[src/common/nfcopc_consts.svh]
`ifndef NFCOPC_CONSTS_SVH
`define NFCOPC_CONSTS_SVH

// ********************
// Register offsets (byte addresses = 4 x index)
// ********************
`define NFCOPC_IDX_OPCTL 8'h02
`define NFCOPC_IDX_MODE 8'h03
`define NFCOPC_IDX_RATE 8'h04
`define NFCOPC_IDX_EVENT 8'h10
`define NFCOPC_IDX_STATUS 8'h11

// ********************
// Operation control fields
// ********************
`define NFCOPC_OC_OSC_EN 7
`define NFCOPC_OC_RX_EN 6
`define NFCOPC_OC_SINGLE_CH 5
`define NFCOPC_OC_MAN_CH 4
`define NFCOPC_OC_TX_EN 3
`define NFCOPC_OC_WAKEUP 2
`define NFCOPC_OC_FD_HI 1
`define NFCOPC_OC_FD_LO 0

// ********************
// Mode definition fields
// ********************
`define NFCOPC_MD_TARGET 7
`define NFCOPC_MD_OM_HI 6
`define NFCOPC_MD_OM_LO 3
`define NFCOPC_MD_AM 2
`define NFCOPC_MD_WMASK 8'hFC

// ********************
// Bit rate fields
// ********************
`define NFCOPC_BR_TX_HI 5
`define NFCOPC_BR_TX_LO 4
`define NFCOPC_BR_RX_HI 1
`define NFCOPC_BR_RX_LO 0
`define NFCOPC_BR_WMASK 8'h33

// ********************
// Reset values
// ********************
`define NFCOPC_RST_OPCTL 8'h00
`define NFCOPC_RST_MODE 8'h08
`define NFCOPC_RST_RATE 8'h00

// ********************
// Operation mode codes
// ********************
`define NFCOPC_OM_14443A 4'h1
`define NFCOPC_OM_14443B 4'h2
`define NFCOPC_OM_TYPE1 4'h4
`define NFCOPC_OM_SUBC 4'hC
`define NFCOPC_OM_BPSK 4'hD
`define NFCOPC_OM_TGT_A 4'h1
`define NFCOPC_OM_TGT_F 4'h4

`endif

[src/common/nfcopc_pkg.sv]
package nfcopc_pkg;
   typedef enum logic [1:0] {
      NFCOPC_FD_OFF = 2'h0,
      NFCOPC_FD_CA = 2'h1,
      NFCOPC_FD_PEER = 2'h2,
      NFCOPC_FD_AUTO = 2'h3
   } nfcopc_fd_t;

   typedef enum logic [3:0] {
      NFCOPC_PROT_NONE = 4'h0,
      NFCOPC_PROT_14443A = 4'h1,
      NFCOPC_PROT_14443B = 4'h2,
      NFCOPC_PROT_TYPE1 = 4'h3,
      NFCOPC_PROT_SUBC = 4'h4,
      NFCOPC_PROT_BPSK = 4'h5,
      NFCOPC_PROT_TGT_A = 4'h6,
      NFCOPC_PROT_TGT_F = 4'h7,
      NFCOPC_PROT_DETECT = 4'h8
   } nfcopc_prot_t;

   // Power state of the device, Gray coded along off -> low power -> ready -> wake-up
   typedef enum logic [1:0] {
      NFCOPC_PS_OFF = 2'b00,
      NFCOPC_PS_LOWPWR = 2'b01,
      NFCOPC_PS_READY = 2'b11,
      NFCOPC_PS_WAKEUP = 2'b10
   } nfcopc_pstate_t;
endpackage

[src/rtl/nfcopc_ctrl.sv]
// The APB register port was left to the implementer.
`include "nfcopc_consts.svh"

// Summary of operation
// - Bit 7 turns oscillator and regulators on (Ready) or off.
// - Bit 6 enables the receiver.
// - Bit 5 set leaves one channel active, picked by channel_choice.
// - Bit 4 picks manual channel choice instead of automatic, both channels on.
// - Bit 3 enables transmit; set by field-on, cleared after active transmit.
// - Bit 2 enters wake-up mode, driven by wake-up timer settings.
// - Field detector code: off, collision threshold, peer threshold, automatic.
// - Operation control resets to zero only at power-up.
// - Mode bit 7 picks initiator or target; mode code defaults to 0001.
// - Mode bit 2 picks OOK or AM modulation.
// - Mode register is written only while the crystal is stable.
// - Initiator codes: A, B, type 1, stream modes; others reserved.
// - Unsupported mode code disables transmit and receive.
// - Target codes 0001 and 0100 passive; other non-detect codes not allowed.
// - Target top bit runs rate detection; bit 2 and bit 0 pick protocols.
// - Rate bits 5:4 give transmit rate; bits 7:6 reserved.
// - Rate bits 1:0 give receive rate; bits 3:2 reserved.
// - Rate codes give fc/128 to fc/16; unsupported codes disable transmit, receive.
module nfcopc_ctrl
   import nfcopc_pkg::*;
#(
   parameter int ADDR_W = 8
) (
   input wire logic clk_sys_i,
   input wire logic reset_n_i,
   input wire logic power_on_reset_n_i,
   input wire logic psel_i,
   input wire logic penable_i,
   input wire logic pwrite_i,
   input wire logic [ADDR_W-1:0] paddr_i,
   input wire logic [31:0] pwdata_i,
   input wire logic [3:0] pstrb_i,
   output logic [31:0] prdata_o,
   output logic pready_o,
   output logic pslverr_o,
   input wire logic crystal_stable_flag_i,
   input wire logic channel_choice_i,
   input wire logic field_on_cmd_i,
   input wire logic active_tx_done_i,
   output logic osc_reg_enable_o,
   output logic rx_active_o,
   output logic tx_active_o,
   output logic am_channel_on_o,
   output logic pm_channel_on_o,
   output logic auto_channel_o,
   output logic wakeup_active_o,
   output logic [1:0] field_detector_control_o,
   output logic low_power_mode_o,
   output logic target_role_o,
   output logic [3:0] protocol_o,
   output logic detect_type_f_o,
   output logic detect_type_a_o,
   output logic am_modulation_select_o,
   output logic [1:0] tx_rate_o,
   output logic [1:0] rx_rate_o,
   output logic [1:0] power_state_o
);

   // Byte addresses of the register words reach 0x44
   if (ADDR_W < 8) begin : g_addr_w_check
      $error("ADDR_W must be at least 8");
   end

   // ********************
   // Pin synchronisers
   // ********************
   logic [3:0] sync1_q;
   logic [3:0] sync2_q;
   logic xtal_ok;
   logic ch_choice;
   logic field_on_lvl;
   logic tx_done_lvl;
   logic field_on_prev_q;
   logic tx_done_prev_q;
   logic field_on_evt;
   logic tx_done_evt;

   always_ff @(posedge clk_sys_i or negedge reset_n_i) begin
      if (!reset_n_i) begin
         sync1_q <= 4'h0;
         sync2_q <= 4'h0;
      end else begin
         sync1_q <= {active_tx_done_i, field_on_cmd_i,
                     channel_choice_i, crystal_stable_flag_i};
         sync2_q <= sync1_q;
      end
   end

   assign xtal_ok = sync2_q[0];
   assign ch_choice = sync2_q[1];
   assign field_on_lvl = sync2_q[2];
   assign tx_done_lvl = sync2_q[3];

   always_ff @(posedge clk_sys_i or negedge reset_n_i) begin
      if (!reset_n_i) begin
         field_on_prev_q <= 1'b0;
         tx_done_prev_q <= 1'b0;
      end else begin
         field_on_prev_q <= field_on_lvl;
         tx_done_prev_q <= tx_done_lvl;
      end
   end

   assign field_on_evt = field_on_lvl & ~field_on_prev_q;
   assign tx_done_evt = tx_done_lvl & ~tx_done_prev_q;

   // ********************
   // APB decode
   // ********************
   function automatic logic hit(input logic [ADDR_W-1:0] a, input logic [7:0] idx);
      hit = (a == ADDR_W'({idx, 2'b00}));
   endfunction

   function automatic logic [7:0] merge(input logic [7:0] old, input logic [7:0] nw,
                                        input logic en, input logic [7:0] wmask);
      merge = en ? (nw & wmask) : old;
   endfunction

   logic access;
   logic commit;
   logic wr;
   logic hit_oc;
   logic hit_md;
   logic hit_br;
   logic hit_ev;
   logic hit_st;
   logic mapped;
   logic lane0;

   assign access = psel_i & penable_i & ~pready_o;
   // Writes land on the completing edge, where the master samples pready high
   assign commit = psel_i & penable_i & pready_o;
   assign wr = commit & pwrite_i;
   assign hit_oc = hit(paddr_i, `NFCOPC_IDX_OPCTL);
   assign hit_md = hit(paddr_i, `NFCOPC_IDX_MODE);
   assign hit_br = hit(paddr_i, `NFCOPC_IDX_RATE);
   assign hit_ev = hit(paddr_i, `NFCOPC_IDX_EVENT);
   assign hit_st = hit(paddr_i, `NFCOPC_IDX_STATUS);
   assign mapped = hit_oc | hit_md | hit_br | hit_ev | hit_st;
   assign lane0 = pstrb_i[0];

   // ********************
   // Registers
   // ********************
   logic [7:0] opctl_q;
   logic [7:0] opctl_d;
   logic [7:0] mode_q;
   logic [7:0] mode_d;
   logic [7:0] rate_q;
   logic [7:0] rate_d;
   logic mode_refused_q;
   logic mode_refused_d;
   logic wr_oc;
   logic wr_md;
   logic wr_ev;
   logic wr_br;
   logic active_mode;
   logic [7:0] opctl_sw;

   assign wr_oc = wr & hit_oc & lane0;
   assign wr_md = wr & hit_md & lane0 & xtal_ok;
   assign wr_ev = wr & hit_ev & lane0;
   assign wr_br = wr & hit_br & lane0;
   assign opctl_sw = merge(opctl_q, pwdata_i[7:0], wr_oc, 8'hFF);

   // Hardware set of tx enable wins over a software clear in the same cycle
   always_comb begin
      opctl_d = opctl_sw;
      if (tx_done_evt && active_mode) begin
         opctl_d[`NFCOPC_OC_TX_EN] = 1'b0;
      end
      if (field_on_evt) begin
         opctl_d[`NFCOPC_OC_TX_EN] = 1'b1;
      end
   end

   assign mode_d = merge(mode_q, pwdata_i[7:0], wr_md, `NFCOPC_MD_WMASK);
   assign rate_d = merge(rate_q, pwdata_i[7:0], wr_br, `NFCOPC_BR_WMASK);

   // Refused mode write is sticky; new refusal wins over the clear
   assign mode_refused_d = (wr & hit_md & lane0 & ~xtal_ok) |
                           (mode_refused_q & ~(wr_ev & pwdata_i[0]));

   // Operation control keeps its value through a plain reset; only power-up clears it
   always_ff @(posedge clk_sys_i or negedge power_on_reset_n_i) begin
      if (!power_on_reset_n_i) begin
         opctl_q <= `NFCOPC_RST_OPCTL;
      end else begin
         opctl_q <= opctl_d;
      end
   end

   always_ff @(posedge clk_sys_i or negedge reset_n_i) begin
      if (!reset_n_i) begin
         mode_q <= `NFCOPC_RST_MODE;
         rate_q <= `NFCOPC_RST_RATE;
         mode_refused_q <= 1'b0;
      end else begin
         mode_q <= mode_d;
         rate_q <= rate_d;
         mode_refused_q <= mode_refused_d;
      end
   end

   // ********************
   // Mode decode
   // ********************
   logic [3:0] om;
   logic target;
   logic mode_ok;
   logic rate_ok;
   logic op_ok;
   nfcopc_prot_t prot;

   assign om = mode_q[`NFCOPC_MD_OM_HI:`NFCOPC_MD_OM_LO];
   assign target = mode_q[`NFCOPC_MD_TARGET];
   // Stream modes are initiator codes with the top two bits set; treated as active
   assign active_mode = ~target & (om[3:2] == 2'b11);

   always_comb begin
      prot = NFCOPC_PROT_NONE;
      if (!target) begin
         case (om)
            `NFCOPC_OM_14443A: prot = NFCOPC_PROT_14443A;
            `NFCOPC_OM_14443B: prot = NFCOPC_PROT_14443B;
            `NFCOPC_OM_TYPE1: prot = NFCOPC_PROT_TYPE1;
            `NFCOPC_OM_SUBC: prot = NFCOPC_PROT_SUBC;
            `NFCOPC_OM_BPSK: prot = NFCOPC_PROT_BPSK;
            default: prot = NFCOPC_PROT_NONE;
         endcase
      end else if (om[3]) begin
         prot = NFCOPC_PROT_DETECT;
      end else begin
         case (om)
            `NFCOPC_OM_TGT_A: prot = NFCOPC_PROT_TGT_A;
            `NFCOPC_OM_TGT_F: prot = NFCOPC_PROT_TGT_F;
            default: prot = NFCOPC_PROT_NONE;
         endcase
      end
   end

   // Rate fields are two bits wide, so every stored code is supported
   assign rate_ok = 1'b1;
   assign mode_ok = (prot != NFCOPC_PROT_NONE);
   assign op_ok = mode_ok & rate_ok;

   // ********************
   // Power state
   // ********************
   logic low_power;
   nfcopc_pstate_t pstate;

   assign low_power = (opctl_q[1:0] != 2'b00) && (opctl_q[7:2] == 6'h00);
   always_comb begin
      case ({opctl_q[`NFCOPC_OC_OSC_EN], opctl_q[`NFCOPC_OC_WAKEUP]})
         2'b10, 2'b11: pstate = NFCOPC_PS_READY;
         2'b01: pstate = NFCOPC_PS_WAKEUP;
         default: pstate = low_power ? NFCOPC_PS_LOWPWR : NFCOPC_PS_OFF;
      endcase
   end

   // ********************
   // Outputs
   // ********************
   logic single;
   logic [31:0] rdata;

   assign single = opctl_q[`NFCOPC_OC_SINGLE_CH];
   assign rdata = hit_oc ? {24'h00_0000, opctl_q} :
                  hit_md ? {24'h00_0000, mode_q} :
                  hit_br ? {24'h00_0000, rate_q} :
                  hit_ev ? {31'h0000_0000, mode_refused_q} :
                  hit_st ? {24'h00_0000, xtal_ok, op_ok, pstate, prot} : 32'h0000_0000;

   always_ff @(posedge clk_sys_i or negedge reset_n_i) begin
      if (!reset_n_i) begin
         prdata_o <= 32'h0000_0000;
         pready_o <= 1'b0;
         pslverr_o <= 1'b0;
      end else begin
         pready_o <= access;
         pslverr_o <= access & ~mapped;
         prdata_o <= (access & ~pwrite_i) ? rdata : 32'h0000_0000;
      end
   end

   always_ff @(posedge clk_sys_i or negedge reset_n_i) begin
      if (!reset_n_i) begin
         osc_reg_enable_o <= 1'b0;
         rx_active_o <= 1'b0;
         tx_active_o <= 1'b0;
         am_channel_on_o <= 1'b0;
         pm_channel_on_o <= 1'b0;
         auto_channel_o <= 1'b0;
         wakeup_active_o <= 1'b0;
         field_detector_control_o <= 2'b00;
         low_power_mode_o <= 1'b0;
         target_role_o <= 1'b0;
         protocol_o <= 4'h0;
         detect_type_f_o <= 1'b0;
         detect_type_a_o <= 1'b0;
         am_modulation_select_o <= 1'b0;
         tx_rate_o <= 2'b00;
         rx_rate_o <= 2'b00;
         power_state_o <= 2'b00;
      end else begin
         osc_reg_enable_o <= opctl_q[`NFCOPC_OC_OSC_EN];
         rx_active_o <= opctl_q[`NFCOPC_OC_RX_EN] & op_ok;
         tx_active_o <= opctl_q[`NFCOPC_OC_TX_EN] & op_ok;
         am_channel_on_o <= ~single | ~ch_choice;
         pm_channel_on_o <= ~single | ch_choice;
         auto_channel_o <= ~single & ~opctl_q[`NFCOPC_OC_MAN_CH];
         wakeup_active_o <= opctl_q[`NFCOPC_OC_WAKEUP];
         field_detector_control_o <= opctl_q[1:0];
         low_power_mode_o <= low_power;
         target_role_o <= target;
         protocol_o <= prot;
         detect_type_f_o <= (prot == NFCOPC_PROT_DETECT) & om[2];
         detect_type_a_o <= (prot == NFCOPC_PROT_DETECT) & om[0];
         am_modulation_select_o <= mode_q[`NFCOPC_MD_AM];
         tx_rate_o <= rate_q[`NFCOPC_BR_TX_HI:`NFCOPC_BR_TX_LO];
         rx_rate_o <= rate_q[`NFCOPC_BR_RX_HI:`NFCOPC_BR_RX_LO];
         power_state_o <= pstate;
      end
   end

endmodule // nfcopc_ctrl

[config.mk]
export PLATFORM = sky130hd
export DESIGN_NAME = nfcopc_ctrl
export DESIGN_NICKNAME = d
export VERILOG_FILES = /design/src/common/nfcopc_pkg.sv /design/src/rtl/nfcopc_ctrl.sv
export VERILOG_INCLUDE_DIRS = /design/src /design/src/common
export SDC_FILE = /design/constraint.sdc
export NUM_CORES = 1
export LEC_CHECK = 0
export BUFFER_PORTS_ARGS = -buffer_cell sky130_fd_sc_hd__buf_2
export CORE_ASPECT_RATIO = 0.7
export CORE_MARGIN = 2
export CORE_UTILIZATION = 47
export DETAILED_ROUTE_END_ITERATION = 7
export PLACE_DENSITY_LB_ADDON = 0.05
export REMOVE_ABC_BUFFERS = 1
export SYNTH_ARGS = -nofsm -noshare
export SYNTH_HDL_FRONTEND = slang
export SYNTH_SLANG_ARGS = --single-unit
[constraint.sdc]
create_clock -name clk_sys_i -period 2 [get_ports clk_sys_i]
set_input_delay 0.2 -clock clk_sys_i [delete_from_list [all_inputs] [get_ports clk_sys_i]]
set_output_delay 0.2 -clock clk_sys_i [all_outputs]
set_load 0.05 [all_outputs]
Word-level counts from Yosys, hierarchy flattened
Index checks and enable logic that the tools add are counted.
- eq/ne operators: 15
- reduce and logical (&&, ||, !) cells: 7
- mux-type cells: 15
- bitwise logic cells: 44
- operators by type and width (cell ; count):
    $mux 8 ; 6
    $and 1x1->1 ; 26
    $eq 8x4->1 const B ; 2
    $eq 8x7->1 const B ; 2
    $pmux 3 s5 ; 1
    $eq 4x4->1 const B ; 3
    $mux 4 ; 3
    $not 1->1 ; 11
    $eq 8x5->1 const B ; 1
    $or 1x1->1 ; 7
    $eq 2x2->1 const B ; 3
    $logic_not 6->1 ; 1
    $pmux 3 s2 ; 1
    $eq 4x1->1 const B ; 1
    $eq 4x2->1 const B ; 1
    $eq 4x3->1 const B ; 1
    $pmux 2 s2 ; 1
    $reduce_bool 4->1 ; 1
    $mux 1 ; 3
    $reduce_bool 3->1 ; 1
    $eq 2x1->1 const B ; 1
    $logic_and 1x1->1 ; 2
    $reduce_bool 2->1 ; 1
    $reduce_or 2->1 ; 1
- output and inout bits: 58
- input bits: 54
- bits in registers: 63
- word-level logic and storage cells: 110

Longest topological paths before layout
Gate-level depths: netlist (run 1).
- word-level depth: 11
- depth in mapped cells: 6
- depth with buffers taken out: 4

Worst setup path before layout (run 1)
No wires, ideal clock.
- path type: input to register
- start point: in paddr_i[5]
- end point: reg mode_q[2]
- path buffers: 1
- data arrival time: 2.090 ns
- library setup time: 0.125 ns
- path slack: -0.215 ns
- cell stages on the path: 5
- data required time: 1.875 ns
- path through: or4_4 or4b_1 buf_2 nor4b_4 mux2_2
- word-level cells in the longest chain between the ends: 4
- ends and longest elaborated chain (item ; RTL line ; source):
    start: declaration ; nfcopc_ctrl.sv:34 ; input wire logic [ADDR_W-1:0] paddr_i,
    $eq 8x4->1 ; nfcopc_ctrl.sv:115 ; hit = (a == ADDR_W'({idx, 2'b00}));
    $and 1x1->1 (3 in a row) ; nfcopc_ctrl.sv:165 ; assign wr_md = wr & hit_md & lane0 & xtal_ok;
    end signal: assignment ; nfcopc_ctrl.sv:199 ; mode_q <= `NFCOPC_RST_MODE;
    end signal: assignment ; nfcopc_ctrl.sv:203 ; mode_q <= mode_d;
    end: declaration ; nfcopc_ctrl.sv:151 ; logic [7:0] mode_q;
Every way passes these cells.
A chain may end at the register's enable or synchronous reset.

Worst setup path after layout (run 1)
- start point: in paddr_i[5]
- end point: reg mode_q[7]
Same word-level chain as after synthesis.

==> impl_summary.md, run 1 <==
Yosys
After synthesis, the mean cell area works out to 12.45 um^2. The synthesized netlist contains 48 unique library cells. The gate count after technology mapping is 210.

After synthesis, the largest area contributor takes up 59.36% of total cell area. The number of synthesized register bits is 63. Of the synthesized area, sequential elements account for 60.36%. The biggest area contributor in the post-synthesis netlist is sky130_fd_sc_hd__dfrtp_1.

In the synthesized netlist, the cells that appear most often are sky130_fd_sc_hd__dfrtp_1, sky130_fd_sc_hd__buf_4, sky130_fd_sc_hd__mux2_2, sky130_fd_sc_hd__nor2_1, sky130_fd_sc_hd__clkbuf_1. The synthesized cell area is 2614 um^2. For this run, asynchronously set or reset flops after synthesis account for 100.0%.

The number of enable flip-flop cells after synthesis is 0. During synthesis, Yosys emitted a total of 0 warnings. The library cell with the highest instance count after synthesis is sky130_fd_sc_hd__dfrtp_1. The main flop type after synthesis is sky130_fd_sc_hd__dfrtp_1.

Ranked by total cell area, the synthesized netlist is headed by sky130_fd_sc_hd__dfrtp_1, sky130_fd_sc_hd__mux2_2, sky130_fd_sc_hd__buf_4, sky130_fd_sc_hd__nor2_1, sky130_fd_sc_hd__and2_1.

Finish
The number of nets in the finished design is 350. The final-layout fill cell count is 452. Of the cells placed in the final design, the portion with a size suffix greater than 1 is 40.20%. In the final layout, the multi-input gates occupy 892.1 um^2. The antenna diode count is 0.

Registers take 1578 um^2. The area added between synthesis and finish is 26.18%.

STA
Between clock sinks in the finished design, the worst skew comes to 0.007893 ns. Subtracting the final worst setup slack from the clock period gives 1.985 ns. The worst setup margin is 0.01481 ns. The fmax is 0.5037 GHz. The number of max-slew violations in the final report is 0. The share of the clock period used by the worst path is 99.26%. At the pin with the least slew margin, the transition time is 0.6667 ns.

The relative slew slack is 55.55%. The number of hold violations in the final report is 0. Summed over all failing endpoints, the final setup total negative slack is 0 ns. The final setup violation count is 0. Setup repair after global routing left no endpoint under its margin.

Placed design
The count of input and output buffers is 60. The half-perimeter wire length after detailed placement is 3885 um. The worst setup slack after placement is -0.3157 ns. The congestion estimate from routability-driven global placement came to 0.8453.

Power and ir drop
The share of power burned in combinational logic is 8.4%. The internal power of the cells totals 1948 uW. The standby leakage power is 0.001727 uW.

In this run, the clock network consumes 42.2% of the power. The worst-case IR drop observed on VDD is 0.6122 mV. The proportion of power drawn by flip-flops and latches is 49.4%. The power per standard cell area is 793.1 nW/um^2. Of the total power, the share spent switching nets is 25.52%. The net switching power is 667.4 uW.

Drt
Before antenna repair, the detailed router went through 4 iterations. The average wire per cell in the routed design is 14.69 um. The via count normalized by instance count is 4.917. Wires add up to 5478 um.

The routed layout has 1834 vias. The detail route stage leaves a number of antenna-violating nets equal to 0. The starting DRC count in detailed routing is 102.

In the routed design, unresolved DRC markers number 0.

Setup path
The worst register-to-register path has a depth of 4. The worst setup path is launched from a primary input. The signal on the critical path passes through buf_2 > or4_4 > or4b_1 > nor4b_4 > buf_4 > mux2_2.

In this run the critical register-to-register path is launched from mode_q[3]. STA puts the critical path data required time at 2.23 ns. The critical path is of the in2reg type. For this design, the slowest cell found on the critical path is sky130_fd_sc_hd__or4b_1. The type of destination of the critical path is a flop. The flop-to-flop setup slack is 0.26 ns. In this design, the stage delay of the slowest critical-path cell is 0.61 ns. At the worst endpoint, the arrival time is 2.21 ns. The worst-path maximum fanout is 6. In this run the critical register-to-register path is captured at prdata_o[1].

Clock network
CTS placed an instance of sky130_fd_sc_hd__clkbuf_8 at the clock tree root. The buffer depth of the longest clock path is 2. The clock tree from TritonCTS is built. The H-tree was split into 3 levels. The clock input transition at the sequential cells of the worst setup and hold paths is 0.07 ns. Post-CTS repair changed the size of 0 cells. The clock drives 63 sinks.

The number of buffers created by CTS is 9. For the worst-skew pair, the clock arrives at the later sink with an insertion delay of 0.34 ns.

Floorplan
The floorplan step set the die width to 93.13 um. The initial core utilization is 49.20%. 112 I/O pins were placed. The row count is 22. The standard cell core area is 5313 um^2. The die height is 66.39 um. The die covers 6183 um^2.

Run status
The flow ran to the end, and the final reports show no timing, DRC or antenna violations.

Global route
Across every metal layer, demand over resource in global routing totals 19.55%. The initial antenna violation count is 0. The pin count of the biggest net entering global routing is 56.

The first global-routing pass estimated 8769 um of wire. The total overflow reported by the global router is 0. The via count of the first global-routing pass is 1673.

Min path
Counting instances, the worst hold path has a depth of 2. The worst min-delay path category is in2reg. The startpoint of the lowest-slack hold path is pwdata_i[1]. The worst min-delay path endpoint is rate_q[1].

Job
The tool flagged a number of max-cap violations equal to 0.
## how the worst max path moves through the flow
stage	start	end	slack [ns]	depth (start not counted)
floorplan	paddr_i[5]	mode_q[2]	-0.34	4
global placement	paddr_i[5]	mode_q[5]	-0.30	6
detailed placement	paddr_i[5]	mode_q[7]	-0.32	6
CTS	paddr_i[5]	mode_q[7]	0.04	6
global route	paddr_i[5]	mode_q[7]	0.002	6
finish	paddr_i[5]	mode_q[7]	0.01	6
## timing repair
| action | in CTS | in global routing |
|---|---|---|
| setup buffers | 0 | 0 |
| endpoints found under the setup margin | 0 | 0 |
| hold endpoints to repair | 29 | 0 |
| hold buffers | 6 | 0 |
## flip-flops by register name, summed over array words and instances, names as in the netlist, 2 cells and up
register	cells
tx_rate_o	2
rate_q	4
mode_q	6
sync2_q	4
field_detector_control_o	2
protocol_o	4
power_state_o	2
opctl_q	8
sync1_q	4
prdata_o	8
rx_rate_o	2
## layout make-up
class | count | area share (%)
multi-input combinational | 133 | 27.05
inverter | 4 | 0.4552
clock buffer | 10 | 4.173
clock inverter | 6 | 2.124
tap | 72 | 2.731
timing repair buffer | 85 | 15.63
sequential | 63 | 47.84
## worst max-delay path, delay by kind of cell
family | cells | cell delay [ns]
multiplexers | 1 | 0.33
buffers and inverters | 2 | 0.30
AND/OR/NAND/NOR | 3 | 1.37
## cell usage in the layout (no fill, tap or decap), drive strengths merged, types with 6 or more instances in the layout
| cell | netlist | layout |
|---|---|---|
| buf | 25 | 79 |
| dfrtp | 62 | 62 |
| conb | 1 | 24 |
| mux2 | 18 | 18 |
| nor2 | 17 | 17 |
| clkbuf | 8 | 10 |
| nand2 | 6 | 6 |
| nand3 | 6 | 6 |
| dlygate4sd3 | 0 | 6 |
## metal layers
layer | up-vias | share of wire [%] | track usage (%)
met5 | - | 0 | 0
met3 | 4 | 9.9 | 9.350
met4 | 0 | 0.46 | 5.882
met2 | 89 | 41 | 25.63
li1 | 872 | - | -
met1 | 869 | 49 | 28.37
## per-stage QoR
| step | hold WS (ns) | area (um^2) | instances | total power (uW) | utilization [%] |
|---|---|---|---|---|---|
| after floorplan | -0.09559 | 2485 | 200 | 1445 | - |
| final | 0.1092 | 3298 | 373 | 2616 | 62.08 |
| after global routing | 0.09546 | 3298 | 373 | 2722 | 62.08 |
| after global placement | 0.06901 | 3030 | 351 | 1528 | 57.04 |
| after detailed placement | 0.07172 | 3030 | 351 | 1529 | 57.04 |
| after CTS | 0.09306 | 3298 | 373 | 2648 | 62.08 |
## power groups by stage
stage / clock network, uW / registers, uW / logic [uW]
finish: 1100 / 1290 / 220
CTS: 1130 / 1290 / 221
global route: 1190 / 1290 / 237
detailed placement: 0 / 1320 / 211
global placement: 0 / 1320 / 211
floorplan: 0 / 1330 / 117
## kinds of logic after synthesis
logic type / after synthesis / share of synthesized area (%)
other: 1 / 0.1435
muxes: 20 / 8.521
buffers and inverters: 37 / 8.808
DFF: 63 / 60.36
xor gates and xnor gates: 1 / 0.3351
and+or+nand+nor: 65 / 15.13
AOI/OAI and AO/OA: 23 / 6.702
Note: power is estimated with default switching activity, not from simulation.
==> inputs of run 2 (changes only) <==
Settings changed: BUFFER_PORTS_ARGS -buffer_cell sky130_fd_sc_hd__buf_2 to default, CORE_UTILIZATION 47 to 58, DONT_BUFFER_PORTS from default to 1.
==> impl_summary.md, run 2 (same netlist as run 1, synthesis figures left out) <==
Run status
The flow ran to the end, and the final reports show no timing, DRC or antenna violations.

Drt
The post-detailed-routing wire length is 5243 um. In the final routed layout, each cell accounts on average for 17.83 um. The pre-antenna-repair detailed-routing pass consisted of 5 iterations. The remaining routing DRC violations is 0. Dividing the detail-routed via count by the number of cells gives 5.752. The routed layout has 1691 vias. The number of nets with antenna violations after routing is 0. The first routing iteration left 219 violations.

Finish
The post-route standard cell area excluding fillers is 3015 um^2. For this run, the share of the core covered by cells in the final layout is 69.65%. The library cell used most frequently in the layout, excluding fill and tap cells, is sky130_fd_sc_hd__dfrtp_1.

Leaving out fill and tap cells, the most frequent cells in the layout are sky130_fd_sc_hd__dfrtp_1, sky130_fd_sc_hd__conb_1, sky130_fd_sc_hd__mux2_2. The number of nets in the finished design is 288. In the final layout, the registers with the most flip-flops are opctl_q: 8 flops, prdata_o: 8 flops, mode_q: 6 flops. The multi-input combinational cells in the finished layout cover a total of 892.1 um^2. Of the cells placed in the final design, the portion with a size suffix greater than 1 is 22.59%. The filler cells instantiated in the layout total 299. The combined flip-flop and latch cell area is 1578 um^2. 0 antenna diodes ended up in the layout. The area added between synthesis and finish is 15.37%.

Placed design
During placement, the flow inserted port buffers numbering 0. At the end of routability-driven placement, the weighted congestion stood at 0.9239. Once placement finished, the instance area stood at 2636 um^2.

Once detailed placement completed, the half-perimeter wirelength came to 3670 um.

STA
The number of max-slew violations in the final report is 0. Summed over all failing endpoints, the final setup total negative slack is 0 ns. Subtracting the final worst setup slack from the clock period gives 1.866 ns. Across the routed clock network, the largest skew measured is 0.01173 ns. The fmax is 0.5360 GHz. Setup repair after global routing left no endpoint under its margin. The number of hold violations in the final report came to 0. Setup violations remaining at the end of the flow were counted as 0. At the pin with the least slew margin, the transition time is 0.6736 ns. Headroom to the max-slew limit came out at 54.75%. The share of the clock period used by the worst path is 93.29%.

Power and ir drop
VDD sags by at most 0.7101 mV. The power per standard cell area is 916.4 nW/um^2. The standby leakage power is 0.001461 uW.

Clock network
The total of cells resized after clock tree synthesis is 0. Buffers inserted during clock tree synthesis total 9. The clock root buffer master is sky130_fd_sc_hd__clkbuf_8. The clock input transition at the sequential cells of the worst setup and hold paths is 0.07 ns. The H-tree generated during clock tree synthesis spans 3 levels. The number of buffers inserted for hold repair after clock tree synthesis is 12.

The buffer depth of the longest clock path is 2. The clock net in this run drives a total of 63 sinks. The setup fix buffers added after clock tree synthesis is 0. TritonCTS built the clock tree. The clock latency of the later-clocked register in the worst-skew pair is 0.34 ns.

Floorplan
The boundary pin count is 112. The initial core utilization is 60.38%. The standard cell core area is 4329 um^2. The floorplan step set the die height to 60.17 um. Row generation in the floorplan step produced 20 rows. Measured along the x axis, the die boundary spans 84.24 um. The die outline area is 5068 um^2.

Setup path
The worst-case reg-to-reg path depth is 4. In this run the critical register-to-register path is launched from mode_q[3]. The setup check on the worst reg-to-reg path leaves a slack of 0.25 ns.

The arrival time at the worst endpoint is 2.08 ns. The kind of launch point of the worst setup path is a primary input. The capture point of the worst path is mode_q[5]. The critical path in this run is classified as in2reg. In this run the critical register-to-register path is captured at prdata_o[1].

The required time at the endpoint of the critical path is 2.22 ns. Along the worst path, the maximum fanout reaches 6. In this run the worst setup path begins at paddr_i[5]. The worst setup path is captured at a flop.

Global route
Global routing used 22.62% of the available tracks across all layers. The first global-routing pass estimated 8328 um of wire. For this run the aggregate overflow at the end of global routing stands at 0. The via count of the first global-routing pass is 1571. The initial antenna violation count is 0. The pin count of the biggest net entering global routing is 56.

Job
Across the run, the number of max-cap violations was 0.

Min path
The path class of the tightest hold or removal check is in2reg.
[run 2: cell count changes in the layout (fill, tap and decap cells not counted), sizes merged]
cell,before,now
clkbuf,10,12
buf,79,12
clkinvlp,3,1
clkinv,2,1
dlygate4sd3,6,11
bufinv,1,2
[run 2: layer usage]
metal / vias to the layer above / wire (um) / track usage, %
met2: 97 / 2321 / 32.54
met3: 5 / 532 / 8.287
li1: 741 / - / -
met1: 848 / 2349 / 31.54
met5: - / 0 / 0
met4: 0 / 39 / 8.986
[run 2: critical path: stages]
cell and delay (ns):
sky130_fd_sc_hd__or4_4 0.51, sky130_fd_sc_hd__or4b_1 0.59, sky130_fd_sc_hd__nor4b_4 0.23, sky130_fd_sc_hd__buf_4 0.20, sky130_fd_sc_hd__mux2_2 0.34
[run 2: how the worst min path moves through the flow]
stage / startpoint / endpoint / slack [ns] / cells after the start
final: pwdata_i[0] / rate_q[0] / 0.02 / 1
after detailed placement: power_on_reset_n_i / opctl_q[5] / -0.1 / 0
after floorplan: reset_n_i / am_channel_on_o / -0.1 / 0
after CTS: pwdata_i[2] / mode_q[2] / 0.001 / 1
after global routing: pwdata_i[7] / mode_q[7] / 0.005 / 1
after global placement: power_on_reset_n_i / opctl_q[2] / -0.1 / 0
[run 2: report_power, final]
group	total, uW	switching [uW]	internal [uW]
clock	1280	478	806
combinational	179	145	33.7
sequential	1300	13.2	1290
[run 2: layout make-up]
cell class	count	area share (%)
well taps	55	2.282
flip-flops and latches	63	52.32
repair buffers	23	7.303
clock inverters	4	2.531
clock buffers	12	5.477
multi-input cells	133	29.59
inverters	4	0.4979
[run 2: stage by stage]
step                      hold WS (ns)  total power, uW  worst slack (ns)  cells
final                          0.01689             2763            0.1343    294
after global routing          0.004764             2862           0.09473    294
after floorplan               -0.09559             1445           -0.3420    200
after detailed placement      -0.09526             1455           -0.2070    266
after global placement        -0.09530             1454           -0.1968    266
after CTS                     0.001288             2795            0.1475    294
==> inputs of run 3 (changes only) <==
Settings changed: CORE_MARGIN 2 to 4, CORE_UTILIZATION 58 to 55.
==> impl_summary.md, run 3 (same netlist as run 1, synthesis figures left out) <==
Floorplan
The die height is 65.68 um. For this design the top-level I/O count stands at 112. The row count is 20. The initial core utilization is 58.68%. The standard cell core area is 4454 um^2. The die covers 5937 um^2. The die span in x is 90.40 um.

Drt
The post-detailed-routing wire length is 5480 um. The vias after detailed routing is 1695. The starting DRC count in detailed routing is 178. The average wire per cell in the routed design is 18.45 um. After detailed routing, the number of remaining DRC violations is 0. The via count normalized by instance count is 5.707.

The detailed-router iteration count before antenna repair is 4. Once detail routing completed, the nets flagged for antenna violations numbered 0.

Global route
The initial antenna violation count came to 0. The via count of the first global-routing pass was 1670. The pin count of the biggest net entering global routing is 56. The total overflow reported by the global router is 0. The first global-routing pass estimated 8935 um of wire. The global router's overall resource usage is 20.19%.

Setup path
The number of buffers and inverters on the critical path is 1. The critical path's largest stage delay is 0.61 ns. Data arrives at the worst endpoint at 2.10 ns.

The critical path in this run is classified as in2reg. The launching element of the worst setup path is paddr_i[5]. The cell with the biggest individual delay on the critical path is sky130_fd_sc_hd__or4b_1. The reg-to-reg critical path startpoint is pready_o. Traced cell by cell, the critical path runs through or4_4 > or4b_1 > nor4b_4 > buf_4 > mux2_2. STA classifies the critical path endpoint as a flop. STA classifies the critical path startpoint as a primary input. The worst-path maximum fanout is 6. STA puts the critical path data required time at 2.22 ns.

The kind of cell with the highest combined delay along the critical path is simple AND/OR/NAND/NOR gates.

Finish
The number of nets in the finished design is 291. The library cell used most frequently in the layout, excluding fill and tap cells, is sky130_fd_sc_hd__dfrtp_1. In the final layout, the registers with the most flip-flops are opctl_q: 8 flops, prdata_o: 8 flops, mode_q: 6 flops. Fill cells in the final layout number 344. Compared with the post-synthesis result, the final layout area differs by 13.98%. The post-route standard cell area excluding fillers is 2979 um^2. In the layout the commonest cells are sky130_fd_sc_hd__dfrtp_1, sky130_fd_sc_hd__conb_1, sky130_fd_sc_hd__mux2_2. The post-route netlist has 21.90% of its cells at a drive strength greater than 1. The antenna diode count is 0.

Clock network
CTS placed an instance of sky130_fd_sc_hd__clkbuf_8 at the clock tree root. No sink is reached through more buffers than the 2 on the longest clock path. The setup fix buffers added after clock tree synthesis is 0. The TritonCTS sink count is 63.

The H-tree generated during clock tree synthesis spans 3 levels. The clock input transition at the sequential cells of the worst setup and hold paths is 0.06 ns. Clock tree synthesis inserted a total of 9 buffers. TritonCTS built the clock tree.

The clock latency of the later-clocked register in the worst-skew pair is 0.34 ns.

Power and ir drop
The power per standard cell area is 816.4 nW/um^2. The largest voltage drop on the vdd net is 0.6545 mV. The cell internal power dissipation is 1806 uW. The net switching power is 625.7 uW. In this run switching power makes up 25.72% of total power. The standby leakage power is 0.001440 uW. Sequential cells burn 53.5% of the power.

The share of power burned in combinational logic is 7.6%. The clock network is responsible for 38.9% of the overall power.

Job
Max-cap violations in this run came to 0.

Placed design
The area of placed instances is 2636 um^2. During placement, the flow inserted port buffers numbering 0. The half-perimeter wire length after detailed placement is 3849 um. The routability congestion estimate is 0.8959.

STA
Setup violations remaining at the end of the flow were counted as 0. The worst hold-check slack is 0.01516 ns. The final worst clock skew is 0.006990 ns.

Dividing the final minimum period by the clock period gives 94.07%. The number of hold violations in the final report is 0. At the pin with the least slew margin, the transition time is 0.5407 ns.

The number of max-slew violations in the final report is 0. For the finished layout, the period the worst path requires is 1.881 ns. Setup repair after global routing left no endpoint under its margin. Derived from the worst setup path, the maximum achievable clock frequency is 0.5315 GHz. Measured against its own limit, the worst slew margin works out to 63.50%.

Min path
The startpoint of the lowest-slack hold path is pwdata_i[7]. The worst min-delay path category is in2reg.

Run status
The run finished with clean final reports.
## run 3: worst paths after layout
| kind | slack, ns | endpoint | cells after the start |
|---|---|---|---|
| worst min-delay path | 0.02 | opctl_q[7] | 1 |
| worst max register to register | 0.17 | opctl_q[6] | 4 |
| worst min register to register | 0.35 | sync2_q[3] | 0 |
| worst max-delay path | 0.12 | mode_q[5] | 5 |
| min in group asynchronous | 0.21 | opctl_q[4] | 1 |
| max in group asynchronous | 1.31 | mode_q[3] | 2 |
## run 3: repair_timing
item | in CTS | in global routing
hold buffers | 13 | 2
endpoints found under the hold margin | 77 | 2
resized for setup | 0 | 0
## run 3: layout make-up
| type | instances | area (um^2) | share of cell area (%) |
|---|---|---|---|
| clock inverter | 5 | 33.78 | 1.134 |
| timing repair buffer | 26 | 250.2 | 8.400 |
| clock buffer | 11 | 141.4 | 4.746 |
| inverter | 4 | 15.01 | 0.5040 |
| sequential | 63 | 1578 | 52.96 |
| tap | 55 | 68.82 | 2.310 |
| multi-input combinational | 133 | 892.1 | 29.95 |
## run 3: metal layers
metal	wire length, um	share of wire, %	track usage, %	up-vias
met2	2436	44	30.33	93
met1	2428	44	27.33	849
met5	0	0	0	-
li1	-	-	-	749
met4	31	0.57	4.008	0
met3	582	11	9.153	4
## run 3: stage by stage
step                      total power, uW  setup WS [ns]  util (%)  instances  setup TNS, ns
after global placement               1455        -0.2003     59.19        266         -1.146
final                                2432         0.1185     66.88        297              0
after global routing                 2539        0.06356     66.88        297              0
after detailed placement             1456        -0.2226     59.19        266         -1.244
after floorplan                      1445        -0.3420         -        200         -2.011
after CTS                            2463         0.1385     66.43        295              0
## run 3: power by group through the flow
stage / sequential (uW) / clock (uW) / combinational [uW]
global placement: 1320 / 0 / 130
global route: 1300 / 1040 / 198
detailed placement: 1330 / 0 / 130
floorplan: 1330 / 0 / 117
finish: 1300 / 946 / 185
CTS: 1300 / 980 / 182
